$ cat src/rtl/step2_cfg_pkg.sv
package step2_cfg_pkg;
   localparam logic [7:0] CFG_ADDR = 8'h92;
   localparam logic [15:0] CFG_RESET = 16'h0002;
   localparam logic [15:0] CFG_WMASK = 16'he01f;
   localparam int EN_BIT = 15;
   localparam int GAIN_HI = 14;
   localparam int GAIN_LO = 13;
   localparam int NEG_BIT = 4;
   localparam int POS_HI = 3;
   localparam logic [3:0] POS_AUTO_MIN = 4'h8;
   localparam logic [2:0] GAIN_X1 = 3'h1;
   localparam logic [2:0] GAIN_X2 = 3'h2;
   localparam logic [2:0] GAIN_X4 = 3'h4;
   localparam logic [1:0] RESP_OKAY = 2'h0;
   localparam logic [1:0] RESP_SLVERR = 2'h2;

   typedef enum logic [1:0] {
      NEG_GROUND,
      NEG_EXT7,
      NEG_AUTO
   } neg_sel_t;

   // routing handed to the sequencer for this step
   typedef struct packed {
      logic active;
      logic [2:0] gain;
      logic [3:0] pos_code;
      neg_sel_t neg;
   } step_route_t;
endpackage

$ cat src/rtl/step2_cfg.sv
`timescale 1ns/1ps
`default_nettype none
module step2_cfg
   import step2_cfg_pkg::*;
(
   input wire logic aclk,
   input wire logic aresetn,
   input wire logic [31:0] s_axi_awaddr,
   input wire logic s_axi_awvalid,
   output logic s_axi_awready,
   input wire logic [31:0] s_axi_wdata,
   input wire logic [3:0] s_axi_wstrb,
   input wire logic s_axi_wvalid,
   output logic s_axi_wready,
   output logic [1:0] s_axi_bresp,
   output logic s_axi_bvalid,
   input wire logic s_axi_bready,
   input wire logic [31:0] s_axi_araddr,
   input wire logic s_axi_arvalid,
   output logic s_axi_arready,
   output logic [31:0] s_axi_rdata,
   output logic [1:0] s_axi_rresp,
   output logic s_axi_rvalid,
   input wire logic s_axi_rready,
   output logic step_enable_bit,
   output logic [1:0] step_gain_select,
   output logic step_negative_input_select,
   output logic [3:0] step_positive_input_select,
   output var step2_cfg_pkg::step_route_t step_route
);
   import step2_cfg_pkg::*;

   logic [15:0] cfg_r;
   logic [31:0] awaddr_r;
   logic aw_held_r;
   logic [31:0] wdata_r;
   logic [3:0] wstrb_r;
   logic w_held_r;
   logic bvalid_r;
   logic [1:0] bresp_r;
   logic rvalid_r;
   logic [1:0] rresp_r;
   logic [31:0] rdata_r;
   step_route_t route_r;

   // a write is performed once both address and data are held and no response is pending
   wire aw_take = s_axi_awvalid && s_axi_awready;
   wire w_take = s_axi_wvalid && s_axi_wready;
   wire wr_fire = aw_held_r && w_held_r && !bvalid_r;
   wire wr_hit = awaddr_r[31:2] == {22'h0, CFG_ADDR[7:0]};
   wire rd_hit = s_axi_araddr[31:2] == {22'h0, CFG_ADDR[7:0]};
   wire ar_take = s_axi_arvalid && s_axi_arready;
   assign s_axi_awready = !aw_held_r && !bvalid_r;
   assign s_axi_wready = !w_held_r && !bvalid_r;
   assign s_axi_arready = !rvalid_r;
   assign s_axi_bvalid = bvalid_r;
   assign s_axi_bresp = bresp_r;
   assign s_axi_rvalid = rvalid_r;
   assign s_axi_rresp = rresp_r;
   assign s_axi_rdata = rdata_r;

   // register index sits at word address 92h; byte lanes 0 and 1 hold the 16 bits
   wire [15:0] lane_mask = {{8{wstrb_r[1]}}, {8{wstrb_r[0]}}};
   wire [15:0] wr_mask = lane_mask & CFG_WMASK;
   wire [15:0] cfg_nxt = (cfg_r & ~wr_mask) | (wdata_r[15:0] & wr_mask);

   // gain decode: both upper codes mean gain 4
   wire [2:0] gain_dec = (cfg_r[GAIN_HI:GAIN_LO] == 2'h0) ? GAIN_X1 :
                         (cfg_r[GAIN_HI:GAIN_LO] == 2'h1) ? GAIN_X2 : GAIN_X4;
   wire pos_internal = cfg_r[POS_HI:0] >= POS_AUTO_MIN;
   wire neg_sel_t neg_dec = pos_internal ? NEG_AUTO :
                            (cfg_r[NEG_BIT] ? NEG_EXT7 : NEG_GROUND);
   step_route_t route_nxt;
   always_comb
   begin
      route_nxt = '0;
      route_nxt.neg = NEG_GROUND;
      if (cfg_r[EN_BIT])
      begin
         route_nxt.active = 1'b1;
         route_nxt.gain = gain_dec;
         route_nxt.pos_code = cfg_r[POS_HI:0];
         route_nxt.neg = neg_dec;
      end
   end

   // raw field views straight from the register
   assign step_enable_bit = cfg_r[EN_BIT];
   assign step_gain_select = cfg_r[GAIN_HI:GAIN_LO];
   assign step_negative_input_select = cfg_r[NEG_BIT];
   assign step_positive_input_select = cfg_r[POS_HI:0];
   assign step_route = route_r;

   // configuration storage
   always_ff @(posedge aclk)
   begin
      if (!aresetn)
         cfg_r <= CFG_RESET;
      else if (wr_fire && wr_hit)
         cfg_r <= cfg_nxt;
   end

   // registered routing, one cycle behind the register so glitches never reach the mux
   always_ff @(posedge aclk)
   begin
      if (!aresetn)
         route_r <= '0;
      else
         route_r <= route_nxt;
   end

   // write address and data latches, taken in either order
   always_ff @(posedge aclk)
   begin
      if (!aresetn)
      begin
         aw_held_r <= 1'b0;
         w_held_r <= 1'b0;
         awaddr_r <= 32'h0;
         wdata_r <= 32'h0;
         wstrb_r <= 4'h0;
      end
      else
      begin
         if (aw_take)
         begin
            aw_held_r <= 1'b1;
            awaddr_r <= s_axi_awaddr;
         end
         else if (wr_fire)
            aw_held_r <= 1'b0;
         if (w_take)
         begin
            w_held_r <= 1'b1;
            wdata_r <= s_axi_wdata;
            wstrb_r <= s_axi_wstrb;
         end
         else if (wr_fire)
            w_held_r <= 1'b0;
      end
   end

   // write response; unmapped addresses answer slverr and change nothing
   always_ff @(posedge aclk)
   begin
      if (!aresetn)
      begin
         bvalid_r <= 1'b0;
         bresp_r <= RESP_OKAY;
      end
      else if (wr_fire)
      begin
         bvalid_r <= 1'b1;
         bresp_r <= wr_hit ? RESP_OKAY : RESP_SLVERR;
      end
      else if (s_axi_bready)
         bvalid_r <= 1'b0;
   end

   // read channel; reserved bits come back zero from storage
   always_ff @(posedge aclk)
   begin
      if (!aresetn)
      begin
         rvalid_r <= 1'b0;
         rresp_r <= RESP_OKAY;
         rdata_r <= 32'h0;
      end
      else if (ar_take)
      begin
         rvalid_r <= 1'b1;
         rresp_r <= rd_hit ? RESP_OKAY : RESP_SLVERR;
         rdata_r <= rd_hit ? {16'h0, cfg_r} : 32'h0;
      end
      else if (s_axi_rready)
         rvalid_r <= 1'b0;
   end
endmodule
`default_nettype wire

$ cat config.mk
export PLATFORM = sky130hd
export DESIGN_NAME = step2_cfg
export DESIGN_NICKNAME = d
export VERILOG_FILES = /design/src/rtl/step2_cfg_pkg.sv /design/src/rtl/step2_cfg.sv
export SDC_FILE = /design/constraint.sdc
export NUM_CORES = 1
export LEC_CHECK = 0
export ABC_CLOCK_PERIOD_IN_PS = 4700
export BUFFER_PORTS_ARGS = -buffer_cell sky130_fd_sc_hd__buf_2
export CAP_MARGIN = 25
export CORE_MARGIN = 4
export CORE_UTILIZATION = 25
export CTS_BUF_LIST = sky130_fd_sc_hd__clkbuf_16
export CTS_CLUSTER_SIZE = 16
export DETAILED_ROUTE_END_ITERATION = 8
export PLACE_DENSITY_LB_ADDON = 0.08
export SLEW_MARGIN = 20
export SYNTH_ARGS = -nofsm -noshare
export SYNTH_HDL_FRONTEND = slang
export SYNTH_SLANG_ARGS = --single-unit
$ cat constraint.sdc
create_clock -name aclk -period 4.7 [get_ports aclk]
set_clock_uncertainty 0.15 [all_clocks]
set_input_delay 0.94 -clock aclk [delete_from_list [all_inputs] [get_ports aclk]]
set_output_delay 0.94 -clock aclk [all_outputs]
set_load 0.01 [all_outputs]
Word level (Yosys, flattened, before mapping) --
Cells that the tools add are included. Widths: inputs -> output; s select.
Storage, ports and cells: bits in registers 116, output and inout port bits 59, word-level logic and storage cells 62
Operators by class: order comparisons 1, equal/unequal tests 3, multiplexer cells 15, bitwise logic cells 6, reductions and logical operators 20
Operator list (number):
- $eq 30x8->1 const B | 2
- $and 16x16->16 | 2
- $mux 16 | 1
- $not 16->16 | 1
- $or 16x16->16 | 1
- $mux 10 | 1
- $logic_and 1x1->1 | 8
- $mux 1 | 8
- $reduce_bool 2->1 | 4
- $mux 2 | 3
- $mux 3 | 2
- $reduce_or 3->1 | 2
- $ge 4x4->1 const B | 1
- $logic_not 1->1 | 4
- $eq 2x1->1 const B | 1
- $logic_not 2->1 | 1
- $not 1->1 | 2
- $reduce_and 2->1 | 1

Longest topological paths before layout --
Gate-level depths: netlist of the first run.
depth in word-level cells 4, gate-level depth with buffers 5, mapped depth without buffers 4

Least setup slack after synthesis of the first run --
No wires, ideal clock.
kind input to register, start in s_axi_araddr[2], end reg rdata_r[15], in the netlist s_axi_rdata[15], setup time 0.060 ns, arrival time 1.900 ns, required time 4.490 ns, setup slack 2.591 ns, stages on the path 4, path buffers 0, cell sequence nor4b_1 -> nand4_1 -> o31ai_1 -> and2_1
Between the ends: word-level cells in the longest chain between the ends 2
RTL lines:
- from (decl) | line step2_cfg.sv:18 | input wire logic [31:0] s_axi_araddr,
- $eq 30x8->1 | line step2_cfg.sv:51 | wire rd_hit = s_axi_araddr[31:2] == {22'h0, CFG_ADDR[7:0]};
- $mux 16 | line step2_cfg.sv:173 | rdata_r <= rd_hit ? {16'h0, cfg_r} : 32'h0;
- to (signal assigned) | line step2_cfg.sv:173
- to (decl) | line step2_cfg.sv:43 | logic [31:0] rdata_r;
Every way passes these cells. A chain may end at the register's enable or synchronous reset.

Final worst setup path of the first run --
start reg bvalid_r, in the netlist s_axi_bvalid, end out s_axi_awready
Between the ends: word-level cells in the longest chain between the ends 2
RTL lines:
- from (decl) | line step2_cfg.sv:39 | logic bvalid_r;
- from (signal assigned) | line step2_cfg.sv:148 | bvalid_r <= 1'b0;
- from (signal assigned) | line step2_cfg.sv:153 | bvalid_r <= 1'b1;
- from (signal assigned) | line step2_cfg.sv:157 | bvalid_r <= 1'b0;
- $logic_not 1->1 | line step2_cfg.sv:53 | assign s_axi_awready = !aw_held_r && !bvalid_r;
- $logic_and 1x1->1 | line step2_cfg.sv:53
- to (decl) | line step2_cfg.sv:10 | output logic s_axi_awready,
Every way passes these cells.

==> results of run 1 <==
-- area by class of cell --
| cell class | count | area [um^2] | share of cell area, % |
|---|---|---|---|
| repair buffers | 111 | 568 | 14.8 |
| inverters | 14 | 52.6 | 1.37 |
| flip-flops and latches | 72 | 1440 | 37.5 |
| well taps | 143 | 179 | 4.65 |
| clock buffers | 9 | 225 | 5.86 |
| multi-input cells | 246 | 1360 | 35.4 |
| clock inverters | 4 | 16.3 | 0.423 |
-- where the power goes --
part	internal (mW)	total [mW]	switching, mW	leakage [nW]
combinational	0.0588	0.136	0.0773	0.977
clock	0.341	0.569	0.228	0.123
sequential	0.638	0.655	0.0163	0.587
total	1.04	1.36	0.321	1.69
-- path summary, 6_finish.rpt --
check	start	endpoint	slack [ns]	depth (start not counted)
max	s_axi_bvalid	s_axi_awready	2.51	2
min	awaddr_r[3]	awaddr_r[3]	0.31	2
max reg2reg	awaddr_r[14]	flip-flop	2.85	4
min reg2reg	awaddr_r[3]	awaddr_r[3]	0.31	2
-- per-stage QoR --
stage,instances,util (%),cell area [um^2]
global placement,585,30.9,3590
CTS,599,33.1,3840
detailed placement,586,31.0,3600
finish,599,33.1,3840
global route,599,33.1,3840
floorplan,375,-,3110
-- critical path, delay by kind of cell (launching register included) --
family	cells	cell delay, ns
buffers and inverters	1	0.18
and+or+nand+nor	1	0.23
DFF	1	0.36
-- kinds of logic after synthesis --
logic type | Yosys count
buffers and inverters | 57
other | 1
muxes | 8
AOI/OAI and AO/OA | 55
DFF | 72
and+or+nand+nor | 157
-- synth_stat cells (all sizes together) --
| master | instances | area (um^2) |
|---|---|---|
| o31ai | 8 | 60.1 |
| nand3b | 2 | 18.8 |
| nand3 | 1 | 5.00 |
| dfxtp | 72 | 1440 |
| mux2i | 8 | 80.1 |
| nand4 | 3 | 25.0 |
| conb | 1 | 3.75 |
| o221a | 1 | 11.3 |
| nor3 | 4 | 20.0 |
| o211a | 1 | 10.0 |
| a21boi | 43 | 323 |
| o21ai | 2 | 10.0 |
| nor4b | 4 | 47.6 |
| buf | 26 | 195 |
| clkbuf | 17 | 63.8 |
| nor2 | 9 | 33.8 |
| nand2 | 106 | 398 |
| inv | 14 | 52.6 |
| nor4bb | 1 | 10.0 |
| nor4 | 12 | 115 |
| and3b | 1 | 8.76 |
| nor2b | 2 | 12.5 |
| and2 | 10 | 62.6 |
| nand2b | 2 | 12.5 |
-- routing by layer --
metal  routed length [um]  vias up  part of all wire, %  global-route usage [%]
met5                    0        -                    0                       0
met4                  174        0                  2.3                    6.15
met3                  513       10                  6.8                    3.46
met2                 3290      100                   43                    17.1
met1                 3590     1124                   47                    13.9
li1                     -     1305                    -                       -
==> metrics.md, run 1 <==
| Metric | Value |
|---|---|
| Outcome | completed |
| Leakage | 1.69 nW |
| Setup Fix Bufs, Post-CTS | 0 |
| Adder-cell share of the synthesized area | 0% |
| Post-route ant nets | 0 |
| Vias | 2,539 |
| Overall Power | 1.36 mW |
| Sequential-to-total area share from yosys stat | 47.7% |
| Max Fclk | 457 MHz |
| Global route total overflow | 0 |
| P&R area growth vs syn | 27.3% |
| Most frequent cells in the layout | buf_2 (109), nand2_1 (106), dfxtp_1 (72) |
| Drt total wl | 7.57 mm |
| WL per Instance | 12.6 um |
| Yosys reg bits | 72 |
| Peak VDD IR | 162 uV |
| Final Hold Slack | 0.309 ns |
| Drc violations | 0 |
| Drt initial violations | 64 |
| Detail Placement HPWL | 5.64 mm |
| Netlist Area Pre-Place | 3020 um^2 |
| PortBufs | 109 |
| First-pass GRT wire length | 12.4 mm |
| Max-Slew Margin vs Limit | 60.0% |
| Floorplan row count | 39 |
| Cells resized by post-CTS repair | 0 |
| Fin. max-slew vios | 0 |
| Crit share post-route | 46.6% |
| CP startpoint kind | flip-flop |
| DR pass1 iterations | 6 |
| CTS tree | built |
| Max Root-Sink Buffers | 2 |
| Layout cells sized above 1 | 28.9% |
| Post-synthesis compound-gate area fraction | 13.7% |
| Synth Area in Simple Gates | 25.5% |
| Mapped Cells | 350 |
| Routability cong. | 0.730 |
| Largest family of logic cells by synthesized area | simple AND/OR/NAND/NOR gates |
| Post-synthesis mux area share | 2.65% |
| # H-tree levels | 3 |
| Period minus WS final | 2.19 ns |
| Setup-failing EPs final | 0 |
| Pin count of the biggest net entering global routing | 70 |
| Total core area | 11,600 um^2 |
| PwrDens | 353 nW/um^2 |
| Final Hold Viols | 0 |
| Commonest non-fill, non-tap cell in the layout | buf_2 |
| Post-synth cell types | 29 |
| Final nets | 561 |
| WP data arrival | 1.10 ns |
| CP required | 3.61 ns |
| Hold crit path type | reg2reg |
| Worst-path clk slew | 0.05 ns |
| Worst path slowest cell | dfxtp_1 |
| Critical path type | reg2out |
| N_diodes | 0 |
| Chip width | 118 um |
| Initial Utilization | 26.0% |
| Dpl ws | 2.20 ns |
| Fill cell count | 1,250 |
| Crit-path max cell delay | 0.36 ns |
| Vias in the first global route | 2,502 |
| Post-Route Setup TNS | 0 ns |
| Syn avg cell area | 8.63 um^2 |
| Clk sink count | 72 |
| Worst-Margin Slew | 0.600 ns |
| Full die area | 13,900 um^2 |
| Post-synthesis xor/xnor area fraction | 0% |
| Yosys warnings | 0 |
| CP max FO | 7 |
| MaxCap Viol Count | 0 |
| Crit-path cells | nor2_1 > buf_2 |
| Num CTS Buffers | 9 |
| RSZ-0062 raised after global routing | false |
| # IOs | 166 |
| Setup crit end kind | output port |
| CTS Hold Bufs | 0 |
| Vias per cell | 4.24 |
| Worst skew pair latency | 0.32 ns |
| Initial antenna violation count | 0 |
| Worst setup margin | 2.51 ns |
| Clk root buf | clkbuf_16 |
| Gr usage total | 11.1% |
| Die H | 118 um |
Note: power is estimated with default switching activity, not from simulation.
==> inputs of run 2 (changes only) <==
--- a/config.mk
+++ b/config.mk
@@ -5,7 +5,7 @@
 export SDC_FILE = /design/constraint.sdc
 export NUM_CORES = 1
 export LEC_CHECK = 0
-export ABC_CLOCK_PERIOD_IN_PS = 4700
+export ABC_CLOCK_PERIOD_IN_PS = 2100
 export BUFFER_PORTS_ARGS = -buffer_cell sky130_fd_sc_hd__buf_2
 export CAP_MARGIN = 25
 export CORE_MARGIN = 4
==> constraint.sdc (replaced) <==
create_clock -name aclk -period 2.1 [get_ports aclk]
set_clock_uncertainty 0.15 [all_clocks]
set_input_delay 0.42 -clock aclk [delete_from_list [all_inputs] [get_ports aclk]]
set_output_delay 0.42 -clock aclk [all_outputs]
set_load 0.01 [all_outputs]
==> run 2 against run 1 <==
Effect of this change: combinational power increased by 130%; global-route usage decreased by 0.14 points; clock power increased to 2.8 times the previous value; sequential power increased by 120%; clock-buffer cell count unchanged; final cell count increased by 1.3%; core utilization increased by 0.97 points; worst hold slack got worse by 0.12 ns; sequential cell count unchanged.
==> metrics.md, run 2 (same netlist as run 1, synthesis figures left out) <==
| Metric | Value |
|---|---|
| Final Hold Viols | 0 |
| Buf/Inv on CP | 0 |
| Total core area | 11,600 um^2 |
| R2R setup slack | 0.23 ns |
| Crit-path cells | nor4_2 > nand4_2 > nor4_4 > mux2i_1 |
| P&R area growth vs syn | 31.0% |
| Max Fclk | 534 MHz |
| Detail Placement HPWL | 5.67 mm |
| Worst-Margin Slew | 0.491 ns |
| Vias | 2,524 |
| Chip width | 118 um |
| Worst skew pair latency | 0.32 ns |
| Num CTS Buffers | 9 |
| Max-Slew Margin vs Limit | 67.0% |
| Crit share post-route | 89.2% |
| Family with the most delay on the worst path | simple AND/OR/NAND/NOR gates |
| Hold crit path type | in2reg |
| Overall Power | 3.36 mW |
| Worst-path clk slew | 0.06 ns |
| Clk sink count | 72 |
| Setup Fix Bufs, Post-CTS | 0 |
| Period minus WS final | 1.87 ns |
| N_diodes | 0 |
| # H-tree levels | 3 |
| Drt initial violations | 55 |
| Fill cell count | 1,263 |
| Drt total wl | 7.60 mm |
| Die H | 118 um |
| Vias per cell | 4.16 |
| Gr usage total | 11.0% |
| Setup-failing EPs final | 0 |
| Initial antenna violation count | 0 |
| Pin count of the biggest net entering global routing | 44 |
| Cells resized by post-CTS repair | 0 |
| Full die area | 13,900 um^2 |
| Most frequent cells in the layout | buf_2 (109), nand2_1 (106), dfxtp_1 (72) |
| Vias in the first global route | 2,506 |
| Worst path slowest cell | nor4_4 |
| RSZ-0062 raised after global routing | false |
| Setup crit end kind | flip-flop |
| CP max FO | 5 |
| # IOs | 166 |
| Clk root buf | clkbuf_16 |
| Crit-path max cell delay | 0.49 ns |
| Multi-input gate area | 1360 um^2 |
| WP data arrival | 1.97 ns |
| Peak VDD IR | 333 uV |
| Initial Utilization | 26.0% |
| Routability cong. | 0.718 |
| Commonest non-fill, non-tap cell in the layout | buf_2 |
| CTS Hold Bufs | 0 |
| Post-route ant nets | 0 |
| PwrDens | 850 nW/um^2 |
| Floorplan row count | 39 |
| Post-Route Setup TNS | 0 ns |
| CP required | 2.20 ns |
| CP startpoint kind | flip-flop |
| First-pass GRT wire length | 12.4 mm |
| Outcome | completed |
| Layout cells sized above 1 | 30.2% |
| Global route total overflow | 0 |
| CTS tree | built |
| DR pass1 iterations | 4 |
| Reg area | 1440 um^2 |
| Fin. max-slew vios | 0 |
| Drc violations | 0 |
| WL per Instance | 12.5 um |
| Max Root-Sink Buffers | 2 |
| MaxCap Viol Count | 0 |
| Final nets | 566 |
| PortBufs | 109 |
| Critical path type | reg2reg |
| Leakage | 1.74 nW |
-- run 2: cell count changes in the layout (fill, tap and decap cells not counted) --
cell,before,now
and2_1,9,10
and2_2,1,0
buf_12,0,1
buf_4,1,6
buf_8,1,0
bufinv_16,0,2
clkinv_1,2,1
clkinvlp_4,0,2
-- run 2: where the power goes --
| part | total (mW) | internal [mW] | switching, mW |
|---|---|---|---|
| combinational | 0.310 | 0.137 | 0.174 |
| clock | 1.59 | 1.03 | 0.562 |
| sequential | 1.46 | 1.43 | 0.0364 |
| total | 3.36 | 2.59 | 0.772 |
-- run 2: final timing paths --
path,from,to,cells after the start
min,s_axi_awaddr[25],awaddr_r[25],3
min reg2reg,wdata_r[3],flip-flop,2
max,awaddr_r[14],flip-flop,4
max reg2reg,awaddr_r[14],flip-flop,4
-- run 2: cell type report --
cell class | count | share of cell area [%]
sequential | 72 | 36.4
multi-input combinational | 246 | 34.4
timing repair buffer | 116 | 15.4
clock buffer | 9 | 5.69
tap | 143 | 4.52
clock inverter | 7 | 2.21
inverter | 14 | 1.33
-- run 2: metal layers --
layer,wire length [um],global-route usage (%),share of wire (%)
met4,117,5.05,1.5
met3,514,3.41,6.8
met2,3370,17.3,44
met1,3600,13.8,47
met5,0,0,0
-- run 2: stage by stage --
stage,cell area [um^2],hold WS [ns],instances,worst slack (ns),util [%]
finish,3960,0.189,607,0.228,34.1
global route,3960,0.187,607,0.0212,34.1
CTS,3960,0.178,607,0.177,34.1
detailed placement,3640,0.306,591,0.194,31.4
global placement,3640,0.299,591,0.237,31.4
floorplan,3110,0.288,375,0.491,-
-- run 2: tightest hold or removal path: cells and delay by family --
family / cells / cell delay (ns)
AND/OR/NAND/NOR: 1 / 0.04
buffers and inverters: 1 / 0.10
AO/OA/AOI/OAI: 1 / 0.06
==> inputs of run 3 (changes only) <==
--- a/config.mk
+++ b/config.mk
@@ -9,7 +9,7 @@
 export BUFFER_PORTS_ARGS = -buffer_cell sky130_fd_sc_hd__buf_2
 export CAP_MARGIN = 25
 export CORE_MARGIN = 4
-export CORE_UTILIZATION = 25
+export CORE_UTILIZATION = 30
 export CTS_BUF_LIST = sky130_fd_sc_hd__clkbuf_16
 export CTS_CLUSTER_SIZE = 16
 export DETAILED_ROUTE_END_ITERATION = 8
==> run 3 against run 2 <==
Effect of this change: clock-buffer cell count did not move; clock power barely moved; die area fell by 16%; non-clock buffer count rose by 1; design area fell by 0.13%; global-route usage rose by 1.3 points; total power fell by 0.18%; sequential cell count did not move; combinational power barely moved; core utilization rose by 6.4 points; highest routed layer unchanged.
==> metrics.md, run 3 (same netlist as run 1, synthesis figures left out) <==
| Metric | Value |
|---|---|
| DR pass1 iterations | 4 |
| Peak VDD IR | 447 uV |
| Crit-path max cell delay | 0.49 ns |
| Full die area | 11,700 um^2 |
| Crit share post-route | 88.2% |
| Setup crit end kind | flip-flop |
| Die H | 108 um |
| # H-tree levels | 3 |
| Initial Utilization | 30.9% |
| Vias per cell | 4.20 |
| Chip width | 108 um |
| Worst-Margin Slew | 0.504 ns |
| Vias in the first global route | 2,423 |
| Dpl cell area | 3640 um^2 |
| Outcome | completed |
| Max Fclk | 540 MHz |
| Setup Fix Bufs, Post-CTS | 0 |
| Cells resized by post-CTS repair | 0 |
| Placed insts | 582 |
| CP required | 2.19 ns |
| Detail Placement HPWL | 5.52 mm |
| N_diodes | 0 |
| Fill cell count | 1,041 |
| Worst setup margin | 0.248 ns |
| PwrDens | 850 nW/um^2 |
| WL per Instance | 12.2 um |
| Drt total wl | 7.27 mm |
| Worst-path clk slew | 0.06 ns |
| Initial antenna violation count | 0 |
| Setup-failing EPs final | 0 |
| Critical path type | reg2reg |
| Vias | 2,514 |
| Worst skew pair latency | 0.32 ns |
| Floorplan row count | 36 |
| Leakage | 1.74 nW |
| Post-route ant nets | 0 |
| Post-Route Setup TNS | 0 ns |
| MaxCap Viol Count | 0 |
| Pin count of the biggest net entering global routing | 31 |
| CTS tree | built |
| Buf/Inv on CP | 0 |
| Max Root-Sink Buffers | 2 |
| Hold crit path type | in2reg |
| Drc violations | 0 |
| Dpl ws | 0.241 ns |
| Global route total overflow | 0 |
| Total core area | 9770 um^2 |
| PortBufs | 109 |
| Fin area | 3950 um^2 |
| WP data arrival | 1.94 ns |
| Finished Layout Cells | 598 |
| Final Hold Viols | 0 |
| CP startpoint kind | flip-flop |
| Crit-path cells | nor4_2 > nand4_2 > nor4_2 > mux2i_1 |
| # IOs | 166 |
| Most frequent cells in the layout | buf_2 (109), nand2_1 (106), dfxtp_1 (72) |
| Clk sink count | 72 |
| Worst path slowest cell | nor4_2 |
| Final nets | 567 |
| P&R area growth vs syn | 30.9% |
| Period minus WS final | 1.85 ns |
| RSZ-0062 raised after global routing | false |
| Commonest non-fill, non-tap cell in the layout | buf_2 |
| Family with the most delay on the worst path | simple AND/OR/NAND/NOR gates |
| Layout cells sized above 1 | 30.3% |
| Crit path top cell by count | nor4_2 |
| Num CTS Buffers | 9 |
| Fin. max-slew vios | 0 |
| CP max FO | 3 |
| CTS Hold Bufs | 0 |
| Clk root buf | clkbuf_16 |
| Max-Slew Margin vs Limit | 66.4% |
| Routability cong. | 0.691 |
| Drt initial violations | 66 |
| First-pass GRT wire length | 11.3 mm |
| Gr usage total | 12.3% |
[run 3: stage by stage]
step | utilization [%] | total power, mW | hold WS [ns]
final | 40.4 | 3.36 | 0.191
after global routing | 40.4 | 3.52 | 0.188
after CTS | 40.4 | 3.41 | 0.183
after detailed placement | 37.2 | 1.81 | 0.304
after global placement | 37.2 | 1.81 | 0.297
after floorplan | - | 1.71 | 0.288
[run 3: power breakdown]
group          total (mW)  switching, mW  internal (mW)  leakage (nW)
logic               0.312          0.174          0.138          1.01
registers            1.46         0.0363           1.43         0.587
clock network        1.58          0.554           1.03         0.150
[run 3: worst register-to-register path, delay by kind of cell, from the launching register on]
kind	cells	cell delay (ns)
AND/OR/NAND/NOR	3	1.07
multiplexers	1	0.24
flip-flops	1	0.31
[run 3: final cells by class]
cell class / count / area, um^2 / area share (%)
repair buffers: 117 / 618 / 15.6
well taps: 133 / 166 / 4.21
flip-flops and latches: 72 / 1440 / 36.5
inverters: 14 / 52.6 / 1.33
clock inverters: 7 / 87.6 / 2.22
multi-input cells: 246 / 1360 / 34.4
clock buffers: 9 / 225 / 5.70
[run 3: path summary, 6_finish.rpt]
check                        start            to  slack, ns  cells after the start
setup reg to reg      awaddr_r[14]     flip-flop       0.25                      4
hold / removal    s_axi_awaddr[16]  awaddr_r[16]       0.19                      3
hold reg to reg        awaddr_r[9]   awaddr_r[9]       0.31                      2
setup / recovery      awaddr_r[14]     flip-flop       0.25                      4
[run 3: layer usage]
layer,wire length [um],global-route usage (%),vias to the layer above
li1,-,-,1321
met1,3450,15.8,1101
met2,3140,19.3,88
met3,627,4.30,4
met4,47,4.06,0
met5,0,0,-
